[config.mk]
export PLATFORM = sky130hd
export DESIGN_NAME = adcs_ctrl
export DESIGN_NICKNAME = d
export VERILOG_FILES = /design/src/core/adcs_pkg.sv /design/src/core/adcs_trig_if.sv /design/src/core/adcs_trig_sync.sv /design/src/core/adcs_ctrl.sv
export SDC_FILE = /design/constraint.sdc
export NUM_CORES = 1
export LEC_CHECK = 0
export ABC_AREA = 1
export ABC_CLOCK_PERIOD_IN_PS = 2700
export BUFFER_PORTS_ARGS = -buffer_cell sky130_fd_sc_hd__buf_4
export CAP_MARGIN = 0
export CORE_MARGIN = 1.5
export CORE_UTILIZATION = 55
export DETAILED_ROUTE_END_ITERATION = 6
export HOLD_SLACK_MARGIN = 0.08
export PLACE_DENSITY = 0.78
export SLEW_MARGIN = 20
export SYNTH_ARGS = -nofsm -noshare
export SYNTH_HDL_FRONTEND = slang
export SYNTH_SLANG_ARGS = --single-unit
export TNS_END_PERCENT = 5
[constraint.sdc]
create_clock -name i_mclk -period 2.7 [get_ports i_mclk]
set_input_delay 0.405 -clock i_mclk [delete_from_list [all_inputs] [get_ports i_mclk]]
set_output_delay 0.405 -clock i_mclk [all_outputs]
set_load 0.01 [all_outputs]
[src/core/adcs_pkg.sv]
/*
  adcs_pkg: constants shared by the converter mode sequencer and its
  trigger synchroniser. Register map, field positions, mode codes,
  channel codes and timing counts.
  Assumes a 20 MHz control clock and a 32-bit plain register port.
*/
package adcs_pkg;

  // ==========================================================
  // widths
  localparam int unsigned ADCS_ADDR_W    = 6;
  localparam int unsigned ADCS_DATA_W    = 32;
  localparam int unsigned ADCS_RES_W     = 12;
  localparam int unsigned ADCS_CNT_W     = 8;
  localparam int unsigned ADCS_ACC_W     = 20;
  localparam int unsigned ADCS_TRIG_N    = 8;
  localparam int unsigned ADCS_TSEL_W    = 3;
  localparam int unsigned ADCS_RDY_W     = 10;

  // ==========================================================
  // register byte offsets
  localparam logic [5:0] OFF_PRIMARY    = 6'h00;
  localparam logic [5:0] OFF_SECONDARY  = 6'h04;
  localparam logic [5:0] OFF_TERTIARY   = 6'h08;
  localparam logic [5:0] OFF_START      = 6'h0c;
  localparam logic [5:0] OFF_TRIGGER    = 6'h10;
  localparam logic [5:0] OFF_INT_STATUS = 6'h14;
  localparam logic [5:0] OFF_INT_CLEAR  = 6'h18;
  localparam logic [5:0] OFF_INT_ENABLE = 6'h1c;
  localparam logic [5:0] OFF_RESULT     = 6'h20;
  localparam logic [5:0] OFF_ACCUM      = 6'h24;

  // ==========================================================
  // field positions
  localparam int unsigned BIT_ENABLE     = 0;
  localparam int unsigned POS_MODE       = 1;
  localparam int unsigned POS_SMPL       = 4;
  localparam int unsigned POS_CHAN       = 0;
  localparam int unsigned POS_CNT        = 0;
  localparam int unsigned BIT_ACC_EN     = 8;
  localparam int unsigned BIT_ACC_CLR    = 9;
  localparam int unsigned BIT_START      = 0;
  localparam int unsigned POS_TSEL       = 0;
  localparam int unsigned BIT_TRIG_EN    = 3;
  localparam int unsigned BIT_EOC        = 0;
  localparam int unsigned BIT_ACC_DONE   = 1;
  localparam int unsigned BIT_READY      = 2;

  // ==========================================================
  // operating mode codes
  localparam logic [2:0] MODE_SINGLE     = 3'h0;
  localparam logic [2:0] MODE_REPEAT     = 3'h1;
  localparam logic [2:0] MODE_CONT       = 3'h2;
  localparam logic [2:0] MODE_SEQ_CONT   = 3'h3;
  localparam logic [2:0] MODE_SEQ_SCAN   = 3'h4;
  localparam logic [2:0] MODE_SEQ_REPEAT = 3'h5;
  localparam logic [2:0] MODE_SEQ_INTER  = 3'h6;

  // last external channel code and the channel codes above it
  localparam logic [3:0] CH_EXT_LAST     = 4'hc;
  localparam logic [3:0] CH_SUPPLY_THIRD = 4'hd;
  localparam logic [3:0] CH_TEMP_SENSOR  = 4'he;
  localparam logic [3:0] CH_REF_1V2      = 4'hf;

  // ==========================================================
  // timing
  localparam int unsigned CLK_PERIOD_NS  = 50;
  localparam int unsigned READY_TIME_US  = 40;
  localparam int unsigned READY_CYCLES   = (READY_TIME_US * 1000 + CLK_PERIOD_NS - 1) / CLK_PERIOD_NS;
  localparam logic [3:0]  SMPL_CYC_0     = 4'h5;
  localparam logic [3:0]  SMPL_CYC_1     = 4'h6;
  localparam logic [3:0]  SMPL_CYC_2     = 4'h8;
  localparam logic [3:0]  SMPL_CYC_3     = 4'ha;
  localparam logic [4:0]  COMPARE_CYCLES = 5'h13;

endpackage

[src/core/adcs_trig_if.sv]
/*
  adcs_trig_if: trigger selection and the resulting start event between
  the sequencer and the trigger synchroniser.
  Assumes both ends run on the same control clock.
*/
`timescale 1ns/10ps
interface adcs_trig_if;
  import adcs_pkg::*;
  logic [ADCS_TSEL_W-1:0] sel;
  logic                   en;
  logic                   fire;
  modport ctrl (output sel, output en, input fire);
  modport sync (input sel, input en, output fire);
endinterface

[src/core/adcs_trig_sync.sv]
/*
  adcs_trig_sync: three-stage synchroniser for the peripheral trigger
  lines, filtered rising-edge detect and source selection.
  Assumes trigger lines are asynchronous levels held at least three clocks.
*/
`timescale 1ns/10ps
module adcs_trig_sync
  import adcs_pkg::*;
(
  // clock and reset
  input  wire logic                   i_mclk,
  input  wire logic                   i_reset_n,
  // raw trigger lines
  input  wire logic [ADCS_TRIG_N-1:0] i_trig,
  // selection in, event out
  adcs_trig_if.sync                   trig
);

  logic [ADCS_TRIG_N-1:0] s1_q;
  logic [ADCS_TRIG_N-1:0] s2_q;
  logic [ADCS_TRIG_N-1:0] s3_q;
  logic [ADCS_TRIG_N-1:0] lvl_q;
  logic [ADCS_TRIG_N-1:0] lvl_d;
  logic [ADCS_TRIG_N-1:0] rise_w;
  logic                   fire_q;

  // ==========================================================
  // filtered level: changes only once stages two and three agree
  genvar g;
  generate
    for (g = 0; g < ADCS_TRIG_N; g++)
    begin : g_line
      assign lvl_d[g]  = (s2_q[g] == s3_q[g]) ? s2_q[g] : lvl_q[g];
      assign rise_w[g] = lvl_d[g] & ~lvl_q[g];
    end
  endgenerate

  // s1 feeds s2 only; nothing else reads it
  always_ff @(posedge i_mclk or negedge i_reset_n)
  begin
    if (!i_reset_n)
    begin
      s1_q   <= '0;
      s2_q   <= '0;
      s3_q   <= '0;
      lvl_q  <= '0;
      fire_q <= 1'b0;
    end
    else
    begin
      s1_q   <= i_trig;
      s2_q   <= s1_q;
      s3_q   <= s2_q;
      lvl_q  <= lvl_d;
      fire_q <= trig.en & rise_w[trig.sel];
    end
  end

  assign trig.fire = fire_q;
endmodule

[src/core/adcs_ctrl.sv]
/*
  adcs_ctrl: mode sequencer of a 12-bit successive-approximation
  converter. Register file, start/trigger handling, single and repeated
  conversion with accumulation, flags, interrupt request, ready timer.
  Assumes an analog core on the same clock that answers each one-cycle
  start pulse with a one-cycle done pulse and valid result.
*/
// The register addresses and the plain strobed port were decided locally.
// What this block does
// - three-bit mode field: only single and repeated modes run; other codes read back but never start
// - start on software start bit write or selected peripheral trigger
// - four-bit channel select: externals 0-12, supply third, temperature, 1.2V reference
// - single mode: one conversion on the selected channel per start
// - single done: set done flag, store result, clear start, halt
// - repeated mode converts the programmed count plus one; reset value gives one
// - accumulator clear zeroes sum; accumulate enable adds each result
// - repeated mode: each conversion sets done, stores and accumulates
// - keep converting until count reached, then set accumulation done, stop
// - done flag with its enable requests an interrupt
// - accumulation done with its enable requests an interrupt
// - writing zeros to interrupt clear register clears pending flags
// - zero in accumulation-done clear bit clears only that flag
// - start event taken from software-selected peripheral trigger
// - writing zero to enable switches off and halts conversion
// - ready flag set about 40 us after enable rises
// - conversion is sampling phase plus fixed 19-cycle comparison
`timescale 1ns/10ps
module adcs_ctrl
  import adcs_pkg::*;
(
  // clock and reset
  input  wire logic                   i_mclk,
  input  wire logic                   i_reset_n,
  // register port
  input  wire logic [ADCS_ADDR_W-1:0] i_addr,
  input  wire logic [ADCS_DATA_W-1:0] i_wdata,
  input  wire logic                   i_wr,
  input  wire logic                   i_rd,
  output logic      [ADCS_DATA_W-1:0] o_rdata,
  // peripheral triggers
  input  wire logic [ADCS_TRIG_N-1:0] i_trig,
  // analog core handshake
  output logic                        o_core_enable,
  output logic                        o_core_start,
  output logic      [3:0]             o_core_channel,
  output logic                        o_core_internal,
  output logic      [3:0]             o_core_sample_cycles,
  output logic      [4:0]             o_core_compare_cycles,
  input  wire logic                   i_core_done,
  input  wire logic [ADCS_RES_W-1:0]  i_core_result,
  // interrupt request
  output logic                        o_irq
);

  typedef enum logic [1:0] {ST_IDLE, ST_ISSUE, ST_WAIT} adcs_state_e;

  // ==========================================================
  // decode helpers
  function automatic logic adcs_hit(input logic [ADCS_ADDR_W-1:0] a, input logic [5:0] off);
    adcs_hit = (a == off);
  endfunction

  function automatic logic [3:0] adcs_smpl_cycles(input logic [1:0] s);
    case (s)
      2'h0:    adcs_smpl_cycles = SMPL_CYC_0;
      2'h1:    adcs_smpl_cycles = SMPL_CYC_1;
      2'h2:    adcs_smpl_cycles = SMPL_CYC_2;
      default: adcs_smpl_cycles = SMPL_CYC_3;
    endcase
  endfunction

  adcs_trig_if trig_bus ();

  adcs_trig_sync u_trig (
    .i_mclk    (i_mclk),
    .i_reset_n (i_reset_n),
    .i_trig    (i_trig),
    .trig      (trig_bus.sync)
  );

  // registers
  adcs_state_e             st_q, st_d;
  logic                    en_q, ready_q;
  logic [2:0]              mode_q;
  logic [1:0]              smpl_q;
  logic [3:0]              chan_q;
  logic [ADCS_CNT_W-1:0]   cnt_q, conv_q;
  logic                    acc_en_q, start_q, start_d;
  logic [ADCS_TSEL_W-1:0]  tsel_q;
  logic                    ten_q;
  logic                    eoc_q, eoc_d, accdone_q, accdone_d;
  logic                    ie_eoc_q, ie_accdone_q;
  logic [ADCS_RDY_W-1:0]   rdy_cnt_q;
  logic [ADCS_RES_W-1:0]   result_q;
  logic [ADCS_ACC_W-1:0]   acc_q, acc_d, acc_base;
  logic                    core_start_q, core_int_q, irq_q;
  logic [3:0]              core_chan_q, core_smpl_q;
  logic [ADCS_DATA_W-1:0]  rdata_q, rd_mux;

  // ==========================================================
  // write decode
  logic wr_pri, wr_sec, wr_ter, wr_start, wr_trig, wr_icr, wr_ier, acc_clr;
  assign wr_pri   = i_wr && adcs_hit(i_addr, OFF_PRIMARY);
  assign wr_sec   = i_wr && adcs_hit(i_addr, OFF_SECONDARY);
  assign wr_ter   = i_wr && adcs_hit(i_addr, OFF_TERTIARY);
  assign wr_start = i_wr && adcs_hit(i_addr, OFF_START);
  assign wr_trig  = i_wr && adcs_hit(i_addr, OFF_TRIGGER);
  assign wr_icr   = i_wr && adcs_hit(i_addr, OFF_INT_CLEAR);
  assign wr_ier   = i_wr && adcs_hit(i_addr, OFF_INT_ENABLE);
  assign acc_clr  = wr_ter && i_wdata[BIT_ACC_CLR];

  // ==========================================================
  // sequencing conditions; unsupported modes hold the start bit but never run
  logic mode_ok, go, done_ok, cnt_hit, last, set_start, hw_clear;
  assign mode_ok   = (mode_q == MODE_SINGLE) || (mode_q == MODE_REPEAT);
  assign go        = en_q && ready_q && start_q && mode_ok;
  assign done_ok   = (st_q == ST_WAIT) && i_core_done;
  assign cnt_hit   = (conv_q == cnt_q);
  // only repeated mode goes on; a mode changed mid-run stops after this conversion
  assign last      = (mode_q != MODE_REPEAT) || cnt_hit || !start_q;
  // nothing can set the start bit while the module is switched off
  assign set_start = en_q && ((wr_start && i_wdata[BIT_START]) || (trig_bus.fire && ready_q));
  assign hw_clear  = (done_ok && last) || !en_q;

  // setting the start bit wins over any clear in the same cycle
  assign start_d = set_start ? 1'b1 : (wr_start || hw_clear) ? 1'b0 : start_q;

  // flags: hardware set wins over a zero written to the clear register
  assign eoc_d = done_ok ? 1'b1 : (wr_icr && !i_wdata[BIT_EOC]) ? 1'b0 : eoc_q;
  assign accdone_d = (done_ok && mode_q == MODE_REPEAT && cnt_hit) ? 1'b1 :
                     (wr_icr && !i_wdata[BIT_ACC_DONE]) ? 1'b0 : accdone_q;

  // clear and add in one cycle keeps the new sample
  assign acc_base = acc_clr ? '0 : acc_q;
  assign acc_d    = (done_ok && acc_en_q) ? acc_base + ADCS_ACC_W'(i_core_result) : acc_base;

  // ==========================================================
  // state machine next state
  always_comb
  begin
    st_d = st_q;
    case (st_q)
      ST_IDLE:  if (go) st_d = ST_ISSUE;
      ST_ISSUE: st_d = ST_WAIT;
      ST_WAIT:  if (done_ok) st_d = last ? ST_IDLE : ST_ISSUE;
      default:  st_d = ST_IDLE;
    endcase
    if (!en_q)
      st_d = ST_IDLE;
  end

  // ==========================================================
  // read mux; unmapped addresses read zero
  assign rd_mux =
    adcs_hit(i_addr, OFF_PRIMARY)    ? ADCS_DATA_W'({smpl_q, mode_q, en_q}) :
    adcs_hit(i_addr, OFF_SECONDARY)  ? ADCS_DATA_W'(chan_q) :
    adcs_hit(i_addr, OFF_TERTIARY)   ? ADCS_DATA_W'({acc_en_q, cnt_q}) :
    adcs_hit(i_addr, OFF_START)      ? ADCS_DATA_W'(start_q) :
    adcs_hit(i_addr, OFF_TRIGGER)    ? ADCS_DATA_W'({ten_q, tsel_q}) :
    adcs_hit(i_addr, OFF_INT_STATUS) ? ADCS_DATA_W'({ready_q, accdone_q, eoc_q}) :
    adcs_hit(i_addr, OFF_INT_ENABLE) ? ADCS_DATA_W'({ie_accdone_q, ie_eoc_q}) :
    adcs_hit(i_addr, OFF_RESULT)     ? ADCS_DATA_W'(result_q) :
    adcs_hit(i_addr, OFF_ACCUM)      ? ADCS_DATA_W'(acc_q) : '0;

  // ==========================================================
  // configuration registers
  always_ff @(posedge i_mclk or negedge i_reset_n)
  begin
    if (!i_reset_n)
    begin
      en_q <= 1'b0; mode_q <= MODE_SINGLE; smpl_q <= '0; chan_q <= '0;
      cnt_q <= '0; acc_en_q <= 1'b0; tsel_q <= '0; ten_q <= 1'b0;
      ie_eoc_q <= 1'b0; ie_accdone_q <= 1'b0;
    end
    else
    begin
      if (wr_pri)
      begin
        en_q   <= i_wdata[BIT_ENABLE];
        mode_q <= i_wdata[POS_MODE +: 3];
        smpl_q <= i_wdata[POS_SMPL +: 2];
      end
      if (wr_sec) chan_q <= i_wdata[POS_CHAN +: 4];
      if (wr_ter)
      begin
        cnt_q   <= i_wdata[POS_CNT +: ADCS_CNT_W];
        acc_en_q <= i_wdata[BIT_ACC_EN];
      end
      if (wr_trig)
      begin
        tsel_q <= i_wdata[POS_TSEL +: ADCS_TSEL_W];
        ten_q  <= i_wdata[BIT_TRIG_EN];
      end
      if (wr_ier)
      begin
        ie_eoc_q <= i_wdata[BIT_EOC];
        ie_accdone_q <= i_wdata[BIT_ACC_DONE];
      end
    end
  end

  // ==========================================================
  // ready timer: restarts whenever the module is switched off
  always_ff @(posedge i_mclk or negedge i_reset_n)
  begin
    if (!i_reset_n)
    begin
      rdy_cnt_q <= '0;
      ready_q   <= 1'b0;
    end
    else if (!en_q)
    begin
      rdy_cnt_q <= '0;
      ready_q   <= 1'b0;
    end
    else if (!ready_q)
    begin
      rdy_cnt_q <= rdy_cnt_q + 1'b1;
      ready_q   <= (rdy_cnt_q == ADCS_RDY_W'(READY_CYCLES - 1));
    end
  end

  // ==========================================================
  // sequencer state, flags, results and core drive
  always_ff @(posedge i_mclk or negedge i_reset_n)
  begin
    if (!i_reset_n)
    begin
      st_q <= ST_IDLE; start_q <= 1'b0; conv_q <= '0;
      eoc_q <= 1'b0; accdone_q <= 1'b0; result_q <= '0; acc_q <= '0;
      core_start_q <= 1'b0; core_chan_q <= '0; core_int_q <= 1'b0; core_smpl_q <= SMPL_CYC_0;
      irq_q <= 1'b0; rdata_q <= '0;
    end
    else
    begin
      st_q    <= st_d;
      start_q <= start_d;
      eoc_q   <= eoc_d;
      accdone_q <= accdone_d;
      acc_q   <= acc_d;
      rdata_q <= i_rd ? rd_mux : '0;
      irq_q   <= (eoc_q && ie_eoc_q) || (accdone_q && ie_accdone_q);
      if (st_q == ST_IDLE)
        conv_q <= '0;
      else if (done_ok)
        conv_q <= conv_q + 1'b1;
      if (done_ok)
        result_q <= i_core_result;
      // channel and sampling latched per conversion so core sees stable setup
      core_start_q <= (st_q == ST_ISSUE);
      if (st_q == ST_ISSUE)
      begin
        core_chan_q <= chan_q;
        core_int_q  <= (chan_q > CH_EXT_LAST);
        core_smpl_q <= adcs_smpl_cycles(smpl_q);
      end
    end
  end

  assign trig_bus.sel          = tsel_q;
  assign trig_bus.en           = ten_q;
  assign o_rdata               = rdata_q;
  assign o_core_enable         = en_q;
  assign o_core_start          = core_start_q;
  assign o_core_channel        = core_chan_q;
  assign o_core_internal       = core_int_q;
  assign o_core_sample_cycles  = core_smpl_q;
  assign o_core_compare_cycles = COMPARE_CYCLES;
  assign o_irq                 = irq_q;
endmodule

### Yosys cells after proc, flatten, opt, wreduce, memory -nomap -nowiden

Cells that the tools add are included.
Widths: inputs -> output; s select.

| word-level totals | value |
|---|---|
| bits of input ports | 63 |
| output and inout bits | 49 |
| register bits | 145 |

| operators by class | value |
|---|---|
| muxes and demuxes | 40 |
| order comparisons | 2 |
| eq/ne operators | 28 |
| add/subtract/negate cells | 3 |
| reductions and logical operators | 43 |
| bitwise operators | 17 |

Operators with widths:

| cell | number |
|---|---|
| $mux 20 | 12 |
| $eq 6x5->1 const B | 4 |
| $logic_and 1x1->1 | 23 |
| $add 20x12->20 | 1 |
| $mux 10 | 2 |
| $mux 1 | 18 |
| $mux 8 | 2 |
| $eq 6x4->1 const B | 2 |
| $eq 6x6->1 const B | 2 |
| $pmux 4 s3 | 1 |
| $add 10x1->10 const B | 1 |
| $eq 10x10->1 const B | 1 |
| $and 1x1->1 | 9 |
| $add 8x1->8 const B | 1 |
| $eq 1x1->1 | 8 |
| $eq 8x8->1 | 1 |
| $not 1->1 | 8 |
| $reduce_bool 2->1 | 4 |
| $logic_or 1x1->1 | 7 |
| $eq 6x3->1 const B | 1 |
| $logic_not 6->1 | 1 |
| $mux 2 | 3 |
| $ne 3x3->1 const B | 2 |
| $pmux 2 s3 | 1 |
| 12 further kinds | 18 |

### Longest topological paths before layout

| depth | value |
|---|---|
| depth after elaboration | 11 |
| depth in mapped cells | 20 |
| gate-level depth less buffers | 19 |

### Modules after synthesis

Synthesis repeated with hierarchy kept, for this count alone.

| second synthesis, totals | value |
|---|---|
| cells, all modules | 830 |
| area, all modules | 7,043.0 µm² |

Modules (own cells, without submodules):

| module | area each (µm²) | instances | cells each |
|---|---|---|---|
| adcs_ctrl | 5,977.0 | 1 | 748 |
| adcs_trig_sync | 1,066.0 | 1 | 82 |

### Worst setup path after synthesis

OpenSTA, ideal clock, no wires.

| path | value |
|---|---|
| path kind | input to register |
| from | input port i_addr[0] |
| to | register acc_q[16] |
| arrival time | 2.376 ns |
| path slack | 0.212 ns |
| library setup time | 0.113 ns |
| cell stages on the path | 18 |
| required time | 2.587 ns |
| cell sequence | inv_1 nand2_1 nor2_4 nand4_4 inv_2 buf_4 nor2_1 ha_1 inv_1 fa_1 o21ai_1 nand2_1 nand3_1 nand2_1 nor2_2 nand3_1 nand2_1 inv_1 |

| on the way | value |
|---|---|
| longest elaborated chain between the ends | 6 |

RTL lines:

| item | RTL line | source |
|---|---|---|
| start, declared | adcs_ctrl.sv:35 | `input wire logic [ADCS_ADDR_W-1:0] i_addr,` |
| $eq 6x4->1 (*) | adcs_ctrl.sv:60 | `adcs_hit = (a == off);` |
| $logic_and 1x1->1 (*) | adcs_ctrl.sv:105 | `assign wr_ter = i_wr && adcs_hit(i_addr, OFF_TERTIARY);` |
| $logic_and 1x1->1 (*) | adcs_ctrl.sv:110 | `assign acc_clr = wr_ter && i_wdata[BIT_ACC_CLR];` |
| $mux 20 (*) | adcs_ctrl.sv:134 | `assign acc_base = acc_clr ? '0 : acc_q;` |
| $add 20x12->20 | adcs_ctrl.sv:135 | `assign acc_d = (done_ok && acc_en_q) ? acc_base + ADCS_ACC_W'(i_core_result) : acc_base;` |
| $mux 20 (*) | adcs_ctrl.sv:135 |  |
| net acc_d[16] | adcs_ctrl.sv:95 | `logic [ADCS_ACC_W-1:0] acc_q, acc_d, acc_base;` |
| end signal, assigned | adcs_ctrl.sv:230 | `eoc_q <= 1'b0; accdone_q <= 1'b0; result_q <= '0; acc_q <= '0;` |
| end signal, assigned | adcs_ctrl.sv:240 | `acc_q <= acc_d;` |
| end, declared | adcs_ctrl.sv:95 |  |

The timed path passes the listed nets; every way through them passes the cells marked *.
A chain may end at the register's enable or synchronous reset.

### Worst setup path after layout

| path | value |
|---|---|
| from | input port i_addr[1] |
| to | register acc_q[16] |

The elaborated chain is that of the path after synthesis.

==> impl_metrics.json <==
{
  "status": "finished, final reports clean",
  "path_class": "primary input to register",
  "gp_congestion": 0.872,
  "grt_use_total": 0.256,
  "tightest_slew_ps": 705,
  "cts-root-buf": "clkbuf_16",
  "synth_top_area_cell": "dfrtp_1",
  "dr.pass1.iters": 5,
  "grt-busiest-layer": "met2",
  "relSlewSlack": 0.530,
  "row_count": 41,
  "synth.top_cell.area_share": 0.509,
  "rsz0062_at_grt": "no",
  "syn_avg_cell_area_um2": 8.55,
  "multi_input_area_um2": 2900,
  "setup_viol": 0,
  "area_growth_pct": 19.8,
  "synthDistinctLibCells": 50,
  "antenna_cells": 0,
  "post_route_cells_drive_above_1_share": 0.170,
  "startpoint_type": "primary input",
  "die_h_um": 116,
  "fp.coreArea_um2": 12600,
  "hp-class": "primary input to register",
  "endpoint_kind": "register",
  "grt-ovfl-total": 0,
  "skew_ps": 7.13,
  "final_cell_mix": "228 x nand2_1, 143 x dfrtp_1, 89 x inv_1",
  "grt_max_degree": 79,
  "clk_path_buf_depth": 2,
  "vias_per_cell": 5.26,
  "hold_viol_final": 0,
  "power_density_nw_per_um2": 648,
  "grt_pass1_vias": 5587,
  "p_leak_nw": 4.26,
  "synth_area_leaders": "dfrtp_1 51%, nand2_1 12%, inv_1 4.7%",
  "ctsHtreeMaxLevel": 4,
  "drt-initial-drc-count": 427,
  "io_buffers": 72,
  "grt_use_met1": 0.353,
  "dieArea_um2": 13500,
  "clock_sinks": 145,
  "grt_first_pass_wirelength_um": 26600,
  "fmax_mhz": 420,
  "period_minus_slack_ps": 2380,
  "setup_ws_ps": 320,
  "grt_use_met2": 0.400,
  "final_nets": 998,
  "yosys_warnings": 0,
  "die_w_um": 116,
  "synthCells": 823,
  "slew_violations": 0,
  "antenna_found_initial": 0,
  "crit_required_ps": 3010,
  "dp_cells": 1071,
  "final_common_cell": "nand2_1",
  "io-pin-count": 112,
  "path_max_fanout": 9,
  "wirelength_um": 15900,
  "seq_area_frac_synth": 0.516,
  "regArea_um2": 3630,
  "cts_tree": "yes",
  "clkTransAtPathRegs_ps": 60,
  "hpwl_um": 11200,
  "ir_worst_vdd_uv": 418,
  "crit_arrival_ps": 2690,
  "holdWs_ps": 94.4,
  "grt_use_met3": 0.0462,
  "synth_area_um2": 7040,
  "start_util": 0.560,
  "final_cells": 1105,
  "wl_per_cell_um": 14.4,
  "cts-buffers-inserted": 17,
  "ys_seq_elements": 145,
  "vias": 5813,
  "timing.setup.tns_ps": 0,
  "cts_setup_buffers": 0,
  "drv_cap": 0,
  "post-route-drc-count": 0,
  "ant_nets": 0,
  "fillers": 992,
  "dp_slack_ps": -46.9,
  "timing.final.crit_share": 0.882,
  "clk_latency_ps": 410
}
-- sequential cells by signal, indices dropped and copies added, names as in the netlist, 4 cells and up --
name,cells
u_trig.s1_q,8
u_trig.lvl_q,8
cnt_q,8
conv_q,8
u_trig.s3_q,8
chan_q,4
result_q,12
o_core_channel,4
rdy_cnt_q,10
u_trig.s2_q,8
o_rdata,20
acc_q,20
o_core_sample_cycles,4
-- routing by layer --
metal | vias to the layer above | wire length, um
met5 | - | 0
met4 | 0 | 446
met3 | 35 | 1040
met2 | 222 | 7340
met1 | 2747 | 7090
li1 | 2809 | -
-- path summary, 6_finish.rpt --
kind	startpoint	slack, ps	to	cells after the start
max	i_addr[1]	320	acc_q[16]	18
min	i_trig[1]	90	u_trig.s1_q[1]	1
max reg2reg	acc_q[0]	430	acc_q[16]	13
min reg2reg	u_trig.s1_q[2]	340	u_trig.s2_q[2]	0
max in group asynchronous	i_reset_n	1420	u_trig.lvl_q[4]	3
min in group asynchronous	i_reset_n	600	o_rdata[16]	2
-- where the power goes --
part           total (W)  leakage [nW]  internal (W)  switching (W)
Clock            0.00241         0.289       0.00151       0.000902
Combinational   0.000652          2.11      0.000256       0.000396
Sequential       0.00241          1.86       0.00231      0.0000985
Total            0.00546          4.26       0.00407        0.00140
-- kinds of logic (layout without fill, tap and decap cells) --
kind of cell               after synthesis  after routing  share of synthesized area
and+or+nand+nor                        394            394                      0.251
DFF                                    145            145                      0.516
buffers and inverters                  125            220                     0.0797
AOI/OAI and AO/OA                      116            116                     0.0903
adders and majority gates               23             23                     0.0391
xor gates and xnor gates                16             16                     0.0199
other                                    2             17                    0.00107
muxes                                    2              2                    0.00320
-- worst max-delay path, stage by stage --
cell     delay, ps
buf_4          100
inv_1           40
nand2_1        150
nor2_4          60
nand4_4         60
inv_2          100
nor2_1         160
ha_1           200
inv_1           80
fa_1           430
o21ai_1        230
nand2_1        130
nand3_1         80
nand2_1         90
nor2_2         170
nand3_1        100
nand2_1         70
inv_1           40
-- final cells by class --
class / instances / share of cell area
clock inverters: 12 / 0.0185
clock buffers: 20 / 0.0542
repair buffers: 92 / 0.0844
well taps: 172 / 0.0255
flip-flops and latches: 145 / 0.431
multi-input cells: 568 / 0.344
inverters: 96 / 0.0427
-- stage by stage --
step	total power, W	util	cell area (um^2)
2_1_floorplan	0.00284	-	7090
3_3_place_gp	0.00306	0.621	7800
3_5_place_dp	0.00308	0.621	7800
4_1_cts	0.00548	0.670	8420
5_1_grt	0.00569	0.671	8430
6_report	0.00547	0.671	8430
-- cells in the mapped netlist, drive strengths merged --
master	count
nand2	235
dfrtp	143
inv	95
nor2	78
o21ai	62
nand3	48
a21oi	34
buf	25
ha	14
xnor2	14
nor3	13
nand4	10
maj3	8
a22oi	5
a31oi	5
nand3b	5
clkbuf	4
o21bai	4
conb	2
dfstp	2
mux2	2
xor2	2
a211oi	1
a21o	1
a22o	1
and2	1
and3	1
clkinv	1
fa	1
nor3b	1
nor4	1
o2111ai	1
o211ai	1
o41ai	1
or2	1
-- what timing repair did --
item                      CTS  global route
gates resized for setup     0             0
hold buffers                1             1
hold endpoints to repair   73             1
(Power assumes the default switching activity.)
